File: src/dsos_pkg.sv
// Package with codes, offsets and reset values of the drive shutoff and output selector.
package dsos_pkg;
  // ----------------------------------------
  // Register byte offsets
  // ----------------------------------------
  localparam logic [7:0] OFS_CTRL       = 8'h00;
  localparam logic [7:0] OFS_STATUS     = 8'h04;
  localparam logic [7:0] OFS_OUT_SEL0   = 8'h10;
  localparam logic [7:0] OFS_TERM_STATE = 8'h28;
  localparam logic [7:0] OFS_COND       = 8'h2c;
  // ----------------------------------------
  // Control field positions and reset values
  // ----------------------------------------
  localparam int          CTRL_POL_LSB   = 0;
  localparam int          CTRL_STOP_LSB  = 8;
  localparam int          CTRL_INFN_LSB  = 24;
  localparam logic [2:0]  POL_RST        = 3'h0;
  localparam logic [2:0]  POL_NC         = 3'h2;
  localparam logic [15:0] STOP_RST       = 16'h270f;
  localparam logic [15:0] STOP_COAST_MAX = 16'h0064;
  localparam logic [7:0]  INFN_SHUTOFF   = 8'h18;
  localparam logic [7:0]  INFN_RST       = 8'h18;
  // ----------------------------------------
  // Output selector codes
  // ----------------------------------------
  localparam int          NUM_OUT        = 6;
  localparam logic [15:0] SEL_NEG_BASE   = 16'h0064;
  localparam logic [15:0] SEL_NEG_MAX    = 16'h00c7;
  localparam logic [15:0] SEL_NONE       = 16'h270f;
  localparam logic [15:0] SEL_RST0       = 16'h0000;
  localparam logic [15:0] SEL_RST1       = 16'h0004;
  localparam logic [15:0] SEL_RST2       = 16'h0063;
  localparam logic [6:0]  C_RUN          = 7'h00;
  localparam logic [6:0]  C_SU           = 7'h01;
  localparam logic [6:0]  C_OL           = 7'h03;
  localparam logic [6:0]  C_FU           = 7'h04;
  localparam logic [6:0]  C_RBP          = 7'h07;
  localparam logic [6:0]  C_THP          = 7'h08;
  localparam logic [6:0]  C_RDY          = 7'h0b;
  localparam logic [6:0]  C_IDET         = 7'h0c;
  localparam logic [6:0]  C_ZDET         = 7'h0d;
  localparam logic [6:0]  C_LLOW         = 7'h0e;
  localparam logic [6:0]  C_LHIGH        = 7'h0f;
  localparam logic [6:0]  C_LFWD         = 7'h10;
  localparam logic [6:0]  C_BRK          = 7'h14;
  localparam logic [6:0]  C_FAN          = 7'h19;
  localparam logic [6:0]  C_FIN          = 7'h1a;
  localparam logic [6:0]  C_PFD          = 7'h2e;
  localparam logic [6:0]  C_LOOP         = 7'h2f;
  localparam logic [6:0]  C_AVG          = 7'h5d;
  localparam logic [6:0]  C_REM          = 7'h60;
  localparam logic [6:0]  C_FAULT        = 7'h63;
  // Duty and thermal pre-alarm threshold, percent of the limit.
  localparam logic [7:0]  PREALARM_PCT   = 8'h55;
  localparam logic [7:0]  TRIP_PCT       = 8'h64;
endpackage

File: src/dsos_top.sv
// Drive output shutoff and status output selector with an APB register slave.
//
// Function
// - Active shutoff cuts running output at once.
// - Polarity resets 0; 0,4 NO, 2 NC.
// - Active shutoff blocks any start command.
// - Start removal ramps down; shutoff coasts.
// - Stop selection 0 to 100 makes coasting.
// - Input function 24 maps shutoff to terminal.
// - Codes 0-99 positive, 100-199 negative.
// - Selectors reset to 0,4,99,9999,9999,9999.
// - Running when frequency at least starting frequency.
// - Frequency reached flag when set frequency reached.
// - Overload flag while stall prevention active.
// - Detect flag at level, reverse level separate.
// - Brake pre-alarm at 85% duty limit.
// - Thermal pre-alarm 85%, trip at 100%.
// - Ready after reset processing, stays while running.
// - Current detect after above threshold too long.
// - Zero current after below level too long.
// - Loop low, high, forward, active flags.
// - Brake open only with brake sequence selected.
// - Fan fault 25; heatsink pre-alarm 26.
// - Power-fail decel flag latched until release.
// - Third refuses 93/193; 96/196 first only.
`timescale 1ns/1ps
module dsos_top #(
  parameter int TIME_W = 16
) (
  input  wire logic              sys_clk,
  input  wire logic              rstn,
  input  wire logic              psel,
  input  wire logic              penable,
  input  wire logic              pwrite,
  input  wire logic [7:0]        paddr,
  input  wire logic [31:0]       pwdata,
  output logic                   pready,
  output logic [31:0]            prdata,
  output logic                   pslverr,
  input  wire logic              output_shutoff_in,
  input  wire logic              shutoff_net_in,
  input  wire logic              start_cmd,
  input  wire logic              reverse_dir,
  input  wire logic [15:0]       out_freq,
  input  wire logic [15:0]       set_freq,
  input  wire logic [15:0]       start_freq,
  input  wire logic [15:0]       detect_freq_fwd,
  input  wire logic [15:0]       detect_freq_rev,
  input  wire logic              stall_active,
  input  wire logic [7:0]        regen_duty_pct,
  input  wire logic [7:0]        thermal_pct,
  input  wire logic              reset_proc_done,
  input  wire logic [15:0]       out_current,
  input  wire logic [15:0]       current_thresh,
  input  wire logic [TIME_W-1:0] current_time,
  input  wire logic [15:0]       zero_level,
  input  wire logic [TIME_W-1:0] zero_time,
  input  wire logic              loop_active,
  input  wire logic              loop_below_low,
  input  wire logic              loop_above_high,
  input  wire logic              loop_forward,
  input  wire logic              brake_seq_sel,
  input  wire logic              brake_release,
  input  wire logic              fan_fault,
  input  wire logic [7:0]        heatsink_pct,
  input  wire logic              powerfail_decel_run,
  input  wire logic              powerfail_release,
  input  wire logic              fault_flag,
  input  wire logic              avg_monitor_pulse,
  input  wire logic              remote_out_bit,
  output logic                   power_enable,
  output logic                   ramp_stop,
  output logic                   coast_stop,
  output logic                   thermal_trip,
  output logic                   open_collector_out,
  output logic                   net_out_term_a,
  output logic                   net_out_term_b,
  output logic                   net_out_term_c,
  output logic                   net_out_term_d,
  output logic                   net_out_term_e,
  output logic                   net_out_term_f
);
  // ----------------------------------------
  // Selector decode
  // ----------------------------------------
  // Returns {valid, negative, condition index} for a selector code.
  function automatic logic [8:0] sel_decode(input logic [15:0] code);
    logic [15:0] base;
    base = (code >= dsos_pkg::SEL_NEG_BASE) ? code - dsos_pkg::SEL_NEG_BASE : code;
    sel_decode = {(code <= dsos_pkg::SEL_NEG_MAX), (code >= dsos_pkg::SEL_NEG_BASE),
                  base[6:0]};
  endfunction

  // ----------------------------------------
  // Registers
  // ----------------------------------------
  logic [2:0]          pol_r;
  logic [15:0]         stop_r;
  logic [7:0]          infn_r;
  logic [15:0]         sel_r [dsos_pkg::NUM_OUT];
  logic [TIME_W-1:0]   icnt_r;
  logic [TIME_W-1:0]   zcnt_r;
  logic                idet_r;
  logic                zdet_r;
  logic                pfd_r;
  logic                running_r;
  logic [dsos_pkg::NUM_OUT-1:0] term_r;

  wire access   = psel & penable;
  wire wr       = access & pwrite;
  wire sel_hit  = (paddr >= dsos_pkg::OFS_OUT_SEL0) && (paddr < dsos_pkg::OFS_TERM_STATE)
                  && (paddr[1:0] == 2'h0);
  wire [2:0] sel_idx = 3'((paddr - dsos_pkg::OFS_OUT_SEL0) >> 2);
  wire known    = sel_hit || paddr == dsos_pkg::OFS_CTRL || paddr == dsos_pkg::OFS_STATUS
                  || paddr == dsos_pkg::OFS_TERM_STATE || paddr == dsos_pkg::OFS_COND;
  wire [15:0] wsel = pwdata[15:0];
  // The third selector has no pulse train output, so those codes are refused there.
  wire sel_refused = (sel_idx == 3'h2) && (wsel == 16'(dsos_pkg::C_AVG)
                     || wsel == 16'(dsos_pkg::C_AVG) + dsos_pkg::SEL_NEG_BASE);

  // ----------------------------------------
  // Shutoff and stop control
  // ----------------------------------------
  wire shutoff_mapped = (infn_r == dsos_pkg::INFN_SHUTOFF);
  wire shutoff_raw    = shutoff_mapped ? shutoff_net_in : 1'b0;
  wire shutoff_pin    = (pol_r == dsos_pkg::POL_NC) ? ~output_shutoff_in
                                                     : output_shutoff_in;
  wire shutoff_act    = shutoff_raw | shutoff_pin;
  wire run_allowed    = start_cmd & ~shutoff_act;
  wire stop_coast_sel = (stop_r <= dsos_pkg::STOP_COAST_MAX);

  // ----------------------------------------
  // Condition vector
  // ----------------------------------------
  wire [15:0] det_lvl = reverse_dir ? detect_freq_rev : detect_freq_fwd;
  logic [127:0] cond;
  always_comb begin
    cond                    = '0;
    cond[dsos_pkg::C_RUN]   = running_r && (out_freq >= start_freq);
    cond[dsos_pkg::C_SU]    = (out_freq == set_freq);
    cond[dsos_pkg::C_OL]    = stall_active;
    cond[dsos_pkg::C_FU]    = (out_freq >= det_lvl);
    cond[dsos_pkg::C_RBP]   = (regen_duty_pct >= dsos_pkg::PREALARM_PCT);
    cond[dsos_pkg::C_THP]   = (thermal_pct >= dsos_pkg::PREALARM_PCT);
    cond[dsos_pkg::C_RDY]   = reset_proc_done | running_r;
    cond[dsos_pkg::C_IDET]  = idet_r;
    cond[dsos_pkg::C_ZDET]  = zdet_r;
    cond[dsos_pkg::C_LLOW]  = loop_active & loop_below_low;
    cond[dsos_pkg::C_LHIGH] = loop_active & loop_above_high;
    cond[dsos_pkg::C_LFWD]  = loop_active & loop_forward;
    cond[dsos_pkg::C_LOOP]  = loop_active;
    cond[dsos_pkg::C_BRK]   = brake_seq_sel & brake_release;
    cond[dsos_pkg::C_FAN]   = fan_fault;
    cond[dsos_pkg::C_FIN]   = (heatsink_pct >= dsos_pkg::PREALARM_PCT);
    cond[dsos_pkg::C_PFD]   = pfd_r;
    cond[dsos_pkg::C_AVG]   = avg_monitor_pulse;
    cond[dsos_pkg::C_FAULT] = fault_flag;
  end

  // ----------------------------------------
  // Terminal drive
  // ----------------------------------------
  logic [dsos_pkg::NUM_OUT-1:0] term_nxt;
  for (genvar g = 0; g < dsos_pkg::NUM_OUT; g++) begin : g_term
    wire [8:0] d      = sel_decode(sel_r[g]);
    // Remote output is a software bit and only the first selector carries it, to the open-collector output and net terminal a.
    wire       remote = (d[6:0] == dsos_pkg::C_REM);
    wire       level  = remote ? ((g == 0) & remote_out_bit) : cond[d[6:0]];
    wire       void_f = remote && g != 0;
    assign term_nxt[g] = d[8] & ~void_f & (level ^ d[7]);
  end

  // ----------------------------------------
  // APB read mux
  // ----------------------------------------
  wire [31:0] ctrl_rd = {infn_r, stop_r, 5'h0, pol_r};
  wire [31:0] stat_rd = {26'h0, pfd_r, thermal_trip, shutoff_act, coast_stop, ramp_stop,
                         power_enable};
  wire [31:0] rd_data =
    sel_hit                          ? {16'h0, sel_r[sel_idx]} :
    paddr == dsos_pkg::OFS_CTRL      ? ctrl_rd :
    paddr == dsos_pkg::OFS_STATUS    ? stat_rd :
    paddr == dsos_pkg::OFS_TERM_STATE ? {26'h0, term_r} :
    paddr == dsos_pkg::OFS_COND      ? cond[31:0] : 32'h0;

  // ----------------------------------------
  // Bus response
  // ----------------------------------------
  // Read data is loaded at the setup edge only, so it stands for the access cycle alone.
  wire setup_ph = psel & ~penable;
  wire wr_take  = wr & pready;

  always_ff @(posedge sys_clk or negedge rstn) begin
    if (!rstn) begin
      pready  <= 1'b0;
      prdata  <= 32'h0;
      pslverr <= 1'b0;
    end else begin
      pready  <= setup_ph;
      pslverr <= setup_ph & ~known;
      prdata  <= (setup_ph & ~pwrite) ? rd_data : 32'h0;
    end
  end

  // ----------------------------------------
  // Control register
  // ----------------------------------------
  // A polarity change takes effect on the next edge, even while running.
  wire ctrl_wr = wr_take && (paddr == dsos_pkg::OFS_CTRL);

  always_ff @(posedge sys_clk or negedge rstn) begin
    if (!rstn) begin
      pol_r  <= dsos_pkg::POL_RST;
      stop_r <= dsos_pkg::STOP_RST;
      infn_r <= dsos_pkg::INFN_RST;
    end else if (ctrl_wr) begin
      pol_r  <= pwdata[dsos_pkg::CTRL_POL_LSB +: 3];
      stop_r <= pwdata[dsos_pkg::CTRL_STOP_LSB +: 16];
      infn_r <= pwdata[dsos_pkg::CTRL_INFN_LSB +: 8];
    end
  end

  // ----------------------------------------
  // Selector registers
  // ----------------------------------------
  // Out-of-range codes are dropped silently; the bus still completes without an error.
  wire code_ok = (wsel <= dsos_pkg::SEL_NEG_MAX) || (wsel == dsos_pkg::SEL_NONE);
  wire sel_wr  = wr_take && sel_hit && !sel_refused && code_ok;

  always_ff @(posedge sys_clk or negedge rstn) begin
    if (!rstn) begin
      sel_r[0] <= dsos_pkg::SEL_RST0;
      sel_r[1] <= dsos_pkg::SEL_RST1;
      sel_r[2] <= dsos_pkg::SEL_RST2;
      sel_r[3] <= dsos_pkg::SEL_NONE;
      sel_r[4] <= dsos_pkg::SEL_NONE;
      sel_r[5] <= dsos_pkg::SEL_NONE;
    end else if (sel_wr) begin
      sel_r[sel_idx] <= wsel;
    end
  end

  // ----------------------------------------
  // Drive state
  // ----------------------------------------
  // Shutoff bypasses any ramp: the output drops on the next edge and the motor coasts.
  wire coast_nxt = shutoff_act | (~start_cmd & stop_coast_sel);
  wire ramp_nxt  = ~shutoff_act & ~start_cmd & ~stop_coast_sel;
  wire trip_nxt  = (thermal_pct >= dsos_pkg::TRIP_PCT);

  always_ff @(posedge sys_clk or negedge rstn) begin
    if (!rstn) begin
      running_r    <= 1'b0;
      power_enable <= 1'b0;
      ramp_stop    <= 1'b0;
      coast_stop   <= 1'b0;
      thermal_trip <= 1'b0;
    end else begin
      running_r    <= run_allowed;
      power_enable <= run_allowed;
      coast_stop   <= coast_nxt;
      ramp_stop    <= ramp_nxt;
      thermal_trip <= trip_nxt;
    end
  end

  // ----------------------------------------
  // Current detector
  // ----------------------------------------
  // The counter saturates one past the limit, so a long overcurrent never wraps.
  wire i_over = (out_current > current_thresh);
  wire i_full = (icnt_r > current_time);

  always_ff @(posedge sys_clk or negedge rstn) begin
    if (!rstn) begin
      icnt_r <= '0;
      idet_r <= 1'b0;
    end else if (!i_over) begin
      icnt_r <= '0;
      idet_r <= 1'b0;
    end else begin
      if (!i_full) begin
        icnt_r <= icnt_r + 1'b1;
      end
      idet_r <= i_full;
    end
  end

  // ----------------------------------------
  // Zero current detector
  // ----------------------------------------
  wire z_under = (out_current < zero_level);
  wire z_full  = (zcnt_r > zero_time);

  always_ff @(posedge sys_clk or negedge rstn) begin
    if (!rstn) begin
      zcnt_r <= '0;
      zdet_r <= 1'b0;
    end else if (!z_under) begin
      zcnt_r <= '0;
      zdet_r <= 1'b0;
    end else begin
      if (!z_full) begin
        zcnt_r <= zcnt_r + 1'b1;
      end
      zdet_r <= z_full;
    end
  end

  // ----------------------------------------
  // Power-fail latch
  // ----------------------------------------
  // A new event in the cycle of a release wins, so no event is lost.
  always_ff @(posedge sys_clk or negedge rstn) begin
    if (!rstn) begin
      pfd_r <= 1'b0;
    end else begin
      pfd_r <= powerfail_decel_run | (pfd_r & ~powerfail_release);
    end
  end

  // ----------------------------------------
  // Terminal register
  // ----------------------------------------
  // Registering the terminals keeps decode glitches off the pins.
  always_ff @(posedge sys_clk or negedge rstn) begin
    if (!rstn) begin
      term_r <= '0;
    end else begin
      term_r <= term_nxt;
    end
  end

  assign open_collector_out = term_r[0];
  assign net_out_term_a     = term_r[0];
  assign net_out_term_b     = term_r[1];
  assign net_out_term_c     = term_r[2];
  assign net_out_term_d     = term_r[3];
  assign net_out_term_e     = term_r[4];
  assign net_out_term_f     = term_r[5];
endmodule // dsos_top

File: config.mk
export PLATFORM = sky130hd
export DESIGN_NAME = dsos_top
export DESIGN_NICKNAME = d
export VERILOG_FILES = /design/src/dsos_pkg.sv /design/src/dsos_top.sv
export SDC_FILE = /design/constraint.sdc
export NUM_CORES = 1
export LEC_CHECK = 0
export ABC_CLOCK_PERIOD_IN_PS = 3600
export BUFFER_PORTS_ARGS = -buffer_cell sky130_fd_sc_hd__buf_2
export CORE_MARGIN = 3
export CORE_UTILIZATION = 35
export CTS_CLUSTER_SIZE = 24
export DETAILED_ROUTE_END_ITERATION = 6
export PLACE_DENSITY = 0.57
export SYNTH_ARGS = -nofsm -noshare
export SYNTH_HDL_FRONTEND = slang
export SYNTH_SLANG_ARGS = --single-unit
File: constraint.sdc
create_clock -name sys_clk -period 3.6 [get_ports sys_clk]
set_input_delay 0.36 -clock sys_clk [delete_from_list [all_inputs] [get_ports sys_clk]]
set_output_delay 0.36 -clock sys_clk [all_outputs]
set_load 0.1 [all_outputs]
==> summary by stage, run 1 <==
Run status
The run finished with clean final reports.

Clocking
The longest clock path from root to sink contains 3 buffers. In this run, CTS created clock tree buffers numbering 24. At the later pin of the worst-skew pair, clock insertion delay measures 0.55 ns. The tree built by TritonCTS fans out to 202 sinks.

Clock-pin slew was measured on the worst setup and hold paths at 0.06 ns. In this run the number of H-tree levels came out at 1. The CTS tree is yes. The buffers inserted during post-CTS setup optimization is 0. The cell at the root of the clock tree is sky130_fd_sc_hd__clkbuf_16.

Final layout
The commonest non-fill, non-tap cell in the layout is sky130_fd_sc_hd__buf_2. Of the cells placed in the final design, the portion with a size suffix greater than 1 is 0.288. The final net count is 2245. In the layout the commonest cells are sky130_fd_sc_hd__buf_2 (290), sky130_fd_sc_hd__dfrtp_1 (163), sky130_fd_sc_hd__inv_1 (124). Counting the fill cells in the layout gives 4063. The sequential cells in the finished layout cover a total of 5100 sq um. Summing all multi-input logic gate instances after layout gives 9010 sq um. The area growth from synthesis to layout is 20.5%.

Worst setup path
The peak fanout along the critical path is 7. The worst setup path is captured at a register. The slowest stage of the critical path is the sky130_fd_sc_hd__dfrtp_1 cell. Traced cell by cell, the critical path runs through inv_1, ha_1, nand2b_1, o211ai_1, nand2_1, xnor2_1, a211oi_1, a311oi_1, o311ai_0, a221oi_1, nor3_1.

The cell family contributing the most delay on the critical path is compound AO/OA/AOI/OAI gates. The maximum single-stage delay on the critical path is 0.47 ns. The worst setup path is of the register to register kind. The data arrival time of the critical path is 3.72 ns.

Counting both buffers and inverters, the worst setup path holds a total of 1. The critical path required time is 4.03 ns. STA classifies the critical path startpoint as a register.

Synth
The share of the Yosys chip area taken by registers is 0.343. The count of yosys warnings during synthesis is 0. The async set-reset flop share out of synthesis is 1.00.

The number of nets handed over by synthesis was 1967. In this run, synthesis inferred 0 flip-flops with an integrated enable. After synthesis, the share of cell area in mux cells is 0.128. The mean area per synthesized cell is 9.24 sq um.

Of the total synthesized cell area, the portion taken by XOR and XNOR cells is 0.0394. The post-synthesis compound-gate area fraction is 0.167. The post-synthesis instance area is 14900 sq um. After synthesis the netlist holds a flip-flop and latch count of 202. The area fraction in and, or, nand and nor cells after synthesis is 0.178. Synthesis handed over a netlist of 1611 instances.

The combinational family with the most area after synthesis is simple AND/OR/NAND/NOR gates. The most used flip-flop cell after synthesis is sky130_fd_sc_hd__dfrtp_1. The adder and majority cell fraction of the synthesized area is 0.0916. The netlist uses 88 different library cells.

Pwr
Power spread over the standard cell area amounts to 322 nW/um^2. In this run the static leakage power is 8.80 nW. IR analysis of the VDD net gives a maximum drop of 0.318 mV.

STA
The maximum clock rate is 304 MHz. The headroom to the max-slew limit is 0.164. The clock tree skew after final layout is 0.0390 ns. Setup repair after global routing left no endpoint under its margin.

The final number of hold-violating endpoints is 0. For the pin with the worst max-slew slack, the measured transition is 1.25 ns. The clock period minus worst slack is 3.29 ns. Setup violations remaining at the end of the flow were counted as 0.

In the finished design, the share of the clock period the worst path needs comes to 0.914. The worst hold slack across all endpoints is 0.0460 ns. Setup total negative slack on the finished layout was measured at 0 ns. The final-report max-slew violation count was 0.

Die
The initial utilization of the core area, before any placement, comes to 0.360. The floorplan has 74 rows. 292 I/O pins were placed.

From bottom edge to top edge, the die measures 212 um. The die is 212 um wide. In this run the standard cell core region covers 41400 sq um. The floorplan step defined a die boundary enclosing 45000 sq um.

Drt
After detailed routing, the number of vias per cell comes to 5.58. The pre-antenna-repair detailed-routing pass consisted of 5 iterations. The number of antenna-violating nets in the routed design is 0. The number of design rule violations left after detail routing is 0. After detailed routing, the average wire length per cell comes to 19.9 um. The via count is 13.6k. The initial detailed-routing violation count is 950. The wire length after detailed routing is 48.5 mm.

Global routing
The via count of the first global-routing pass is 13.3k. The global route total overflow is 0. Across every metal layer, demand over resource in global routing totals 0.210. The initial antenna violation count is 3. The first global-routing pass estimated 75.0 mm of wire. Entering global routing, the biggest net connects 83 pins.

Worst hold path
The worst hold path belongs to the class primary input to register.

Place
During placement, the flow inserted port buffers numbering 291. The wire-length estimate of the detail-placed layout is 36.8 mm. The placer's final routability congestion estimate is 0.933.

Flow run
The total of max-cap violations is 0.
sequential cells by signal, summed over array words and instances, names as in the netlist:
signal / cells
sel_r: 96
idet_r: 1
prdata: 32
infn_r: 8
pol_r: 3
zcnt_r: 16
thermal_trip: 1
stop_r: 16
term_r: 6
zdet_r: 1
pready: 1
pslverr: 1
running_r: 1
coast_stop: 1
pfd_r: 1
icnt_r: 16
ramp_stop: 1
layout make-up:
cell class,count,share of cell area
timing repair buffer,335,0.101
inverter,124,0.0260
antenna,2,0.000279
tap,532,0.0371
multi-input combinational,1202,0.503
clock buffer,33,0.0371
sequential,202,0.285
clock inverter,11,0.0110
cell families after synthesis:
group | after synthesis
and+or+nand+nor | 512
AOI/OAI and AO/OA | 360
buffers and inverters | 207
DFF | 202
muxes | 154
adders and majority gates | 109
xor gates and xnor gates | 67
path summary, 6_finish.rpt:
kind,startpoint,to,slack (ns),cells after the start
max,sel_r[83]$_DFFE_PN0P_,term_r[0]$_DFF_PN0_,0.31,11
min,thermal_pct[7],thermal_trip$_DFF_PN0_,0.05,2
max reg2reg,sel_r[83]$_DFFE_PN0P_,term_r[0]$_DFF_PN0_,0.31,11
min reg2reg,infn_r[7]$_DFFE_PN0P_,prdata[31]$_DFF_PN0_,0.50,1
max in group asynchronous,rstn,sel_r[34]$_DFFE_PN1P_,2.24,3
min in group asynchronous,rstn,prdata[18]$_DFF_PN0_,0.41,2
per-stage QoR:
step	instances	instance area [sq um]	total power, mW	utilization	setup slack (ns)
after floorplan	1611	14900	2.76	-	0.0111
after global placement	2392	17000	3.13	0.412	0.260
after detailed placement	2392	17000	3.14	0.412	0.200
after CTS	2439	17900	5.84	0.433	0.366
after global routing	2439	17900	6.05	0.433	0.0347
final	2441	17900	5.78	0.433	0.311
layer usage:
layer,track usage,vias up,part of all wire,wire length (um)
li1,-,6438,-,-
met1,0.287,6531,0.44,21400
met2,0.329,534,0.44,21400
met3,0.0438,116,0.076,3670
met4,0.0805,6,0.041,2000
met5,0,-,0.00091,44
repair_timing:
| action | in CTS | in global routing |
|---|---|---|
| endpoints found under the hold margin | 66 | 0 |
| hold buffers | 3 | 0 |
| gates resized for setup | 0 | 0 |
power by group:
group          leakage (nW)  total [mW]  internal [mW]  switching [mW]
Clock                 0.418        2.67           1.65            1.02
Combinational          5.79       0.766          0.307           0.459
Sequential             2.59        2.34           2.30          0.0401
synthesized netlist by cell type, types with 22 or more instances:
cell type,instances,area (sq um)
sky130_fd_sc_hd__a21o_1,22,165
sky130_fd_sc_hd__a21oi_1,66,330
sky130_fd_sc_hd__and2_1,31,194
sky130_fd_sc_hd__clkbuf_1,68,255
sky130_fd_sc_hd__dfrtp_1,163,4080
sky130_fd_sc_hd__dfstp_2,39,1020
sky130_fd_sc_hd__ha_1,109,1360
sky130_fd_sc_hd__inv_1,124,465
sky130_fd_sc_hd__mux2_2,92,1040
sky130_fd_sc_hd__mux2i_1,42,420
sky130_fd_sc_hd__nand2_1,113,424
sky130_fd_sc_hd__nand3_1,41,205
sky130_fd_sc_hd__nand4_1,27,169
sky130_fd_sc_hd__nor2_1,115,432
sky130_fd_sc_hd__nor2b_1,31,194
sky130_fd_sc_hd__nor3_1,30,150
sky130_fd_sc_hd__nor4_1,25,156
sky130_fd_sc_hd__o21ai_0,79,395
sky130_fd_sc_hd__xnor2_1,26,228
sky130_fd_sc_hd__xor2_1,41,359
(Power assumes the default switching activity.)
==> run 2: changes to the inputs <==
--- a/config.mk
+++ b/config.mk
@@ -8,10 +8,10 @@
 export ABC_CLOCK_PERIOD_IN_PS = 3600
 export BUFFER_PORTS_ARGS = -buffer_cell sky130_fd_sc_hd__buf_2
 export CORE_MARGIN = 3
-export CORE_UTILIZATION = 35
+export CORE_UTILIZATION = 30
 export CTS_CLUSTER_SIZE = 24
 export DETAILED_ROUTE_END_ITERATION = 6
-export PLACE_DENSITY = 0.57
+export PLACE_DENSITY = 0.51
 export SYNTH_ARGS = -nofsm -noshare
 export SYNTH_HDL_FRONTEND = slang
 export SYNTH_SLANG_ARGS = --single-unit
==> run 2 against run 1 <==
  * Fmax is 1.5% lower
  * Flip-flop and latch count did not move
  * Via count is 0.78% lower
  * First-iteration DRC count up 23%
  * Global-route usage decreased by 2.5 points
  * Worst setup slack got worse by 0.049 ns
  * Die area increased by 16%
  * Count of clock-buffer cells in the layout grew 4
  * Non-clock buffer count grew 4
  * Combinational power hardly changed
  * Clock skew down 0.024 ns
  * Final cell count increased by 5.4%
  * Highest routed layer unchanged
==> summary by stage, run 2 (synthesis results as in run 1) <==
Run status
The run finished with clean final reports.

Flow run
The tool flagged a number of max-cap violations equal to 0.

Clocking
CTS saw 202 sinks. The tree is rooted in a sky130_fd_sc_hd__clkbuf_16. The clock latency on the worst-skew pair is 0.54 ns. In this run the number of H-tree levels came out at 1.

In this run, CTS created clock tree buffers numbering 26. The deepest clock path buffer count is 3. The buffers inserted during post-CTS setup optimization is 0.

TritonCTS built the clock tree. After clock tree synthesis, the clock-pin slew on the worst setup and hold paths is 0.06 ns.

STA
Static timing analysis puts the maximum clock frequency at 300 MHz. The final-report max-slew violation count is 0. Setup violations remaining at the end of the flow were counted as 0.

The worst pin sits at a relative slew slack of 0.152. The clock tree skew after final layout is 0.0153 ns. Of the available clock period, the critical path in the final layout requires 0.927. Setup total negative slack on the finished layout was measured at 0 ns. For the pin with the worst max-slew slack, the measured transition is 1.26 ns.

The final number of hold-violating endpoints is 0. On the final layout, the worst hold slack is 0.0364 ns. Setup repair after global routing left no endpoint under its margin.

The clock period minus worst slack is 3.34 ns.

Die
The core area is 48300 sq um. For this configuration, the core starts out at a cell density of 0.308. The die is 229 um tall. The number of I/O pins is 292. The number of standard-cell rows in the floorplan is 80. The die is 229 um wide. The floorplan step defined a die boundary enclosing 52300 sq um.

Global routing
The maximum number of pins on one net before global-route repair is 101. The total track usage is 0.185. The first global-routing pass estimated 77.9 mm of wire. For this run, global-route usage on met1 was measured as 0.255.

The via count of the first global-routing pass was 13.5k. For met2 alone, demand over resource in global routing was 0.308. The most heavily used metal layer in global routing is met2. The initial antenna violation count came to 4. For this run, global-route usage on met3 was measured as 0.0315.

Global routing finished with a remaining overflow of 0.

Final layout
The total of fill cells in the finished design is 4909. The fraction of layout instances using a drive strength above 1 is 0.291. The largest registers in the layout are sel_r (96), prdata (32). The top cell types in the final layout, fill and taps aside, are sky130_fd_sc_hd__buf_2 (290), sky130_fd_sc_hd__dfrtp_1 (163), sky130_fd_sc_hd__inv_1 (124). After routing the design area is 18200 sq um. After the flow finishes, the layout carries non-filler instances totaling 2572. Relative to the synthesized area, the layout overhead comes to 22.1%. In the final layout, the multi-input gates occupy 9020 sq um. The number of flip-flops under the largest register name is 96. More flip-flops sit in one register than any other, and that register is sel_r.

The commonest non-fill, non-tap cell in the layout is sky130_fd_sc_hd__buf_2. The final core area utilization is 0.376. Across the whole layout, storage elements account for 5100 sq um. The final net count is 2251.

Place
The number of port buffers is 291. Counting tap cells, the placed design contains a total of 2520 instances. The placed wire-length estimate is 38.4 mm. Routability-driven placement finished with a final weighted congestion of 0.902.

The post-detailed-placement cell area is 17200 sq um.

Drt
The number of design rule violations left after detail routing is 0. The number of antenna-violating nets in the routed design is 0. The per-cell routed wire length is 19.6 um. The wire length after detailed routing is 50.5 mm. The initial detailed-routing violation count is 1172. The via count is 13.5k.

In the routed layout, each cell is associated on average with a via count of 5.26. The length of the first detailed-routing pass in iterations is 6.

Worst setup path
By startpoint and endpoint, the worst setup path is classified as register to register. Of all nets on the critical path, the largest fanout is 7. The data arrival time of the critical path is 3.75 ns. For the worst setup path, the data required time is 4.01 ns. The worst setup path is launched from a register. The worst setup path is captured at a register.

Pwr
Power spread over the standard cell area amounts to 322 nW/um^2. Summed over all cells, the static leakage comes to 8.84 nW. The maximum vdd ir drop is 0.274 mV.

Worst hold path
The tightest min-delay check is of the primary input to register type.
## run 2: power by group
| group | switching (mW) | total (mW) | internal, mW | leakage, nW |
|---|---|---|---|---|
| Combinational | 0.461 | 0.769 | 0.308 | 5.81 |
| Sequential | 0.0381 | 2.34 | 2.30 | 2.59 |
| Clock | 1.04 | 2.75 | 1.71 | 0.437 |
## run 2: cell type report
cell class / instances / share of cell area
well taps: 656 / 0.0452
repair buffers: 339 / 0.102
flip-flops and latches: 202 / 0.281
clock inverters: 11 / 0.0101
clock buffers: 37 / 0.0403
diodes: 1 / 0.000138
inverters: 124 / 0.0256
multi-input cells: 1202 / 0.496
## run 2: worst paths after layout
| path | start | slack [ns] | cells past startpoint | end |
|---|---|---|---|---|
| setup / recovery | sel_r[83]$_DFFE_PN0P_ | 0.26 | 11 | term_r[0]$_DFF_PN0_ |
| hold / removal | thermal_pct[7] | 0.04 | 2 | thermal_trip$_DFF_PN0_ |
| setup reg to reg | sel_r[83]$_DFFE_PN0P_ | 0.26 | 11 | term_r[0]$_DFF_PN0_ |
| hold reg to reg | infn_r[0]$_DFFE_PN0P_ | 0.50 | 1 | prdata[24]$_DFF_PN0_ |
| max in group asynchronous | rstn | 2.21 | 3 | sel_r[53]$_DFFE_PN1P_ |
| min in group asynchronous | rstn | 0.43 | 2 | sel_r[20]$_DFFE_PN0P_ |
## run 2: repair_timing
item,in CTS,in global routing
hold buffers,3,0
hold endpoints to repair,85,0
setup endpoints to repair,0,1
gates resized for setup,0,1
## run 2: critical path: stages, from the launching register on
cell	delay, ns
sky130_fd_sc_hd__dfrtp_1	0.47
sky130_fd_sc_hd__inv_1	0.26
sky130_fd_sc_hd__ha_1	0.31
sky130_fd_sc_hd__nand2b_1	0.13
sky130_fd_sc_hd__o211ai_1	0.32
sky130_fd_sc_hd__nand2_1	0.20
sky130_fd_sc_hd__xnor2_1	0.46
sky130_fd_sc_hd__a211oi_1	0.10
sky130_fd_sc_hd__a311oi_1	0.32
sky130_fd_sc_hd__o311ai_0	0.20
sky130_fd_sc_hd__a221oi_1	0.36
sky130_fd_sc_hd__nor3_1	0.09
## run 2: routing by layer
metal / part of all wire / vias up
met4: 0.017 / 6
met1: 0.45 / 6532
met3: 0.062 / 57
met5: 0.00081 / -
met2: 0.47 / 471
li1: - / 6453
## run 2: through the flow
stage | setup slack (ns) | power (mW)
floorplan | 0.0111 | 2.76
global placement | 0.159 | 3.13
detailed placement | 0.102 | 3.14
CTS | 0.305 | 5.95
global route | 0.0479 | 6.14
finish | 0.262 | 5.85
==> run 3: changes to the inputs <==
--- a/config.mk
+++ b/config.mk
@@ -5,13 +5,13 @@
 export SDC_FILE = /design/constraint.sdc
 export NUM_CORES = 1
 export LEC_CHECK = 0
-export ABC_CLOCK_PERIOD_IN_PS = 3600
+export ABC_CLOCK_PERIOD_IN_PS = 3200
 export BUFFER_PORTS_ARGS = -buffer_cell sky130_fd_sc_hd__buf_2
 export CORE_MARGIN = 3
 export CORE_UTILIZATION = 30
+export CTS_CLUSTER_DIAMETER = 50
 export CTS_CLUSTER_SIZE = 24
 export DETAILED_ROUTE_END_ITERATION = 6
-export PLACE_DENSITY = 0.51
 export SYNTH_ARGS = -nofsm -noshare
 export SYNTH_HDL_FRONTEND = slang
 export SYNTH_SLANG_ARGS = --single-unit
==> constraint.sdc (replaced) <==
create_clock -name sys_clk -period 3.2 [get_ports sys_clk]
set_input_delay 0.32 -clock sys_clk [delete_from_list [all_inputs] [get_ports sys_clk]]
set_output_delay 0.32 -clock sys_clk [all_outputs]
set_load 0.1 [all_outputs]
==> run 3 against run 2 <==
  * Critical endpoint is now term_r[4]$_DFF_PN0_
  * Flip-flop and latch count unchanged
  * Hold slack worse by 0.0089 ns
  * Fmax is 9.4% higher
  * Non-clock buffer count rose by 63
  * Register-to-register slack worse by 0.11 ns
  * Worst setup slack got worse by 0.11 ns
  * Cell area grew 4.0%
  * Critical path type unchanged
  * Count of clock-buffer cells in the layout is 10 lower
==> summary by stage, run 3 (synthesis results as in run 1) <==
Place
Before CTS, the worst setup slack after placement is -0.142 ns. The count of buffers added on input and output ports is 291. The number of placed cells counting well taps is 2559. The placed wire-length estimate is 38.3 mm. The placer's final routability congestion estimate is 0.920.

Worst setup path
The worst setup path is of the register to register kind. The data arrival time of the critical path is 3.50 ns. The launching element type of the critical path is a register.

Traced cell by cell, the critical path runs through inv_1, ha_1, nor3b_2, o211ai_2, a21oi_2, or3_4, a2111oi_4, o21ai_2, buf_4, a31o_1, nor4bb_1, a311oi_1. The maximum single-stage delay on the critical path is 0.54 ns. The endpoint class of the critical path is a register.

Data on the critical path is required at its endpoint by 3.65 ns. The peak fanout along the critical path is 4. For this design, the slowest cell found on the critical path is sky130_fd_sc_hd__dfstp_2.

STA
The maximum clock rate is 328 MHz. The final-report max-slew violation count is 0. The headroom to the max-slew limit is 0.454. The clock tree skew after final layout is 0.0441 ns.

Setup violations remaining at the end of the flow were counted as 0. The final critical-path share of the clock period is 0.953. The smallest clock period supported by the final layout is computed as 3.05 ns. Summed over all failing endpoints, the final setup total negative slack is 0 ns. Once routing completed, OpenROAD measured the worst setup slack at 0.149 ns.

The transition time at the pin with the least slew margin is 0.819 ns. The worst hold slack across all endpoints is 0.0275 ns. The final number of hold-violating endpoints came to 0.

Final layout
The library cells used most frequently in the layout, excluding fill and tap cells, are sky130_fd_sc_hd__buf_2 (290), sky130_fd_sc_hd__dfrtp_1 (163), sky130_fd_sc_hd__inv_1 (123). The count of placed standard cells in the final layout, fillers left out is 2638. At the end of the flow, the number of nets in the layout was 2315. Once layout is complete, the utilization of the core stands at 0.391. The register with the most flip-flops in the layout has 96 of them. The fraction of layout instances using a drive strength above 1 is 0.314.

From synthesis to final layout, the design area changed by 26.9%. The register name with the most flops is sel_r. The largest registers in the layout are sel_r (96), prdata (32).

The commonest non-fill, non-tap cell in the layout is sky130_fd_sc_hd__buf_2.

Clocking
For the worst-skew pair, the clock arrives at the later sink with an insertion delay of 0.58 ns. The cell at the root of the clock tree is sky130_fd_sc_hd__clkbuf_16. The deepest clock path buffer count is 3. In this run the number of H-tree levels came out at 1. The clock slew seen by the registers of the worst setup and hold paths is 0.07 ns.

The clock sink total is 202. The CTS tree is yes. The total CTS buffers is 27.

Drt
In this run the remaining antenna-violating nets after routing total 0. After detailed routing, the average wire length per cell comes to 19.1 um. The pre-antenna-repair detailed-routing pass consisted of 5 iterations.

The wire length after detailed routing is 50.3 mm. After the first detailed-routing iteration, the DRC count stood at 1104. The via count is 14.0k. In the routed layout, each cell is associated on average with a via count of 5.30.

The number of design rule violations left after detail routing is 0.

Die
The core area is 48300 sq um. For this configuration, the core starts out at a cell density of 0.308. The width of the die is 229 um. The initialized floorplan defines 80 standard-cell rows.

The die span in y is 229 um. The number of I/O pins is 292. The die footprint is 52300 sq um.

Global routing
The initial antenna violation count is 5. For this run, the total global-route usage over all layers was measured as 0.185. The global route total overflow is 0.

The first global-routing pass estimated 78.3 mm of wire. The via count of the first global-routing pass is 13.9k. Entering global routing, the biggest net connects 97 pins.

Run status
The run finished with clean final reports.

Pwr
The total leakage power is 9.22 nW. For this design the ratio of total power to cell area is 360 nW/um^2. Across the VDD grid, the largest voltage drop is 0.356 mV.

Worst hold path
The worst min-delay path class is primary input to register.

Flow run
The total of max-cap violations is 0.
run 3: cell count changes in the layout (fill, tap and decap cells not counted), moves of 4 or more:
cell / delta
sky130_fd_sc_hd__buf_4: +39
sky130_fd_sc_hd__dlygate4sd3_1: +22
sky130_fd_sc_hd__clkbuf_1: -7
sky130_fd_sc_hd__inv_8: +7
sky130_fd_sc_hd__inv_6: +6
sky130_fd_sc_hd__xnor2_1: -4
sky130_fd_sc_hd__xnor2_2: +4
run 3: repair_timing:
item                                   4_1_cts  5_1_grt
setup buffers                                0        2
hold buffers                                25        0
endpoints found under the hold margin       96        0
setup endpoints to repair                    0        5
resized for setup                            0       20
run 3: worst max-delay path: cells and delay by family (launching register included):
family | cells | cell delay [ns]
buffers and inverters | 2 | 0.21
AND/OR/NAND/NOR | 3 | 0.84
flip-flops | 1 | 0.54
AO/OA/AOI/OAI | 6 | 1.13
adder cells (fa/ha/maj) | 1 | 0.21
run 3: final cells by class:
class | count | area, sq um
inverter | 124 | 465
antenna | 2 | 5.00
tap | 656 | 821
timing repair buffer | 402 | 2400
clock inverter | 23 | 307
multi-input combinational | 1202 | 9110
fill | 4856 | 29500
clock buffer | 27 | 676
sequential | 202 | 5100
run 3: path summary, 6_finish.rpt:
check / start / endpoint / slack, ns / cells past startpoint
max in group asynchronous: rstn / sel_r[34]$_DFFE_PN1P_ / 1.88 / 3
setup / recovery: sel_r[19]$_DFFE_PN1P_ / term_r[4]$_DFF_PN0_ / 0.15 / 12
hold reg to reg: infn_r[0]$_DFFE_PN0P_ / prdata[24]$_DFF_PN0_ / 0.50 / 1
setup reg to reg: sel_r[19]$_DFFE_PN1P_ / term_r[4]$_DFF_PN0_ / 0.15 / 12
min in group asynchronous: rstn / prdata[30]$_DFF_PN0_ / 0.39 / 2
hold / removal: powerfail_release / pfd_r$_DFF_PN0_ / 0.03 / 3
run 3: power by group:
part           total (mW)  switching [mW]  internal, mW
Sequential           2.63          0.0469          2.58
Clock                3.26            1.49          1.78
Combinational       0.910           0.529         0.381
Total                6.80            2.06          4.74
run 3: metal layers:
metal	share of wire	global-route usage	wire length (um)
met5	0.00073	0	37
met4	0.031	0.0529	1540
met3	0.080	0.0406	4040
met2	0.46	0.304	23100
met1	0.43	0.246	21600
run 3: per-stage QoR:
stage	instance area, sq um	power (mW)
3_5_place_dp	17500	3.56
2_1_floorplan	14900	3.11
4_1_cts	18800	6.90
3_3_place_gp	17500	3.53
5_1_grt	18900	7.12
6_report	18900	6.80
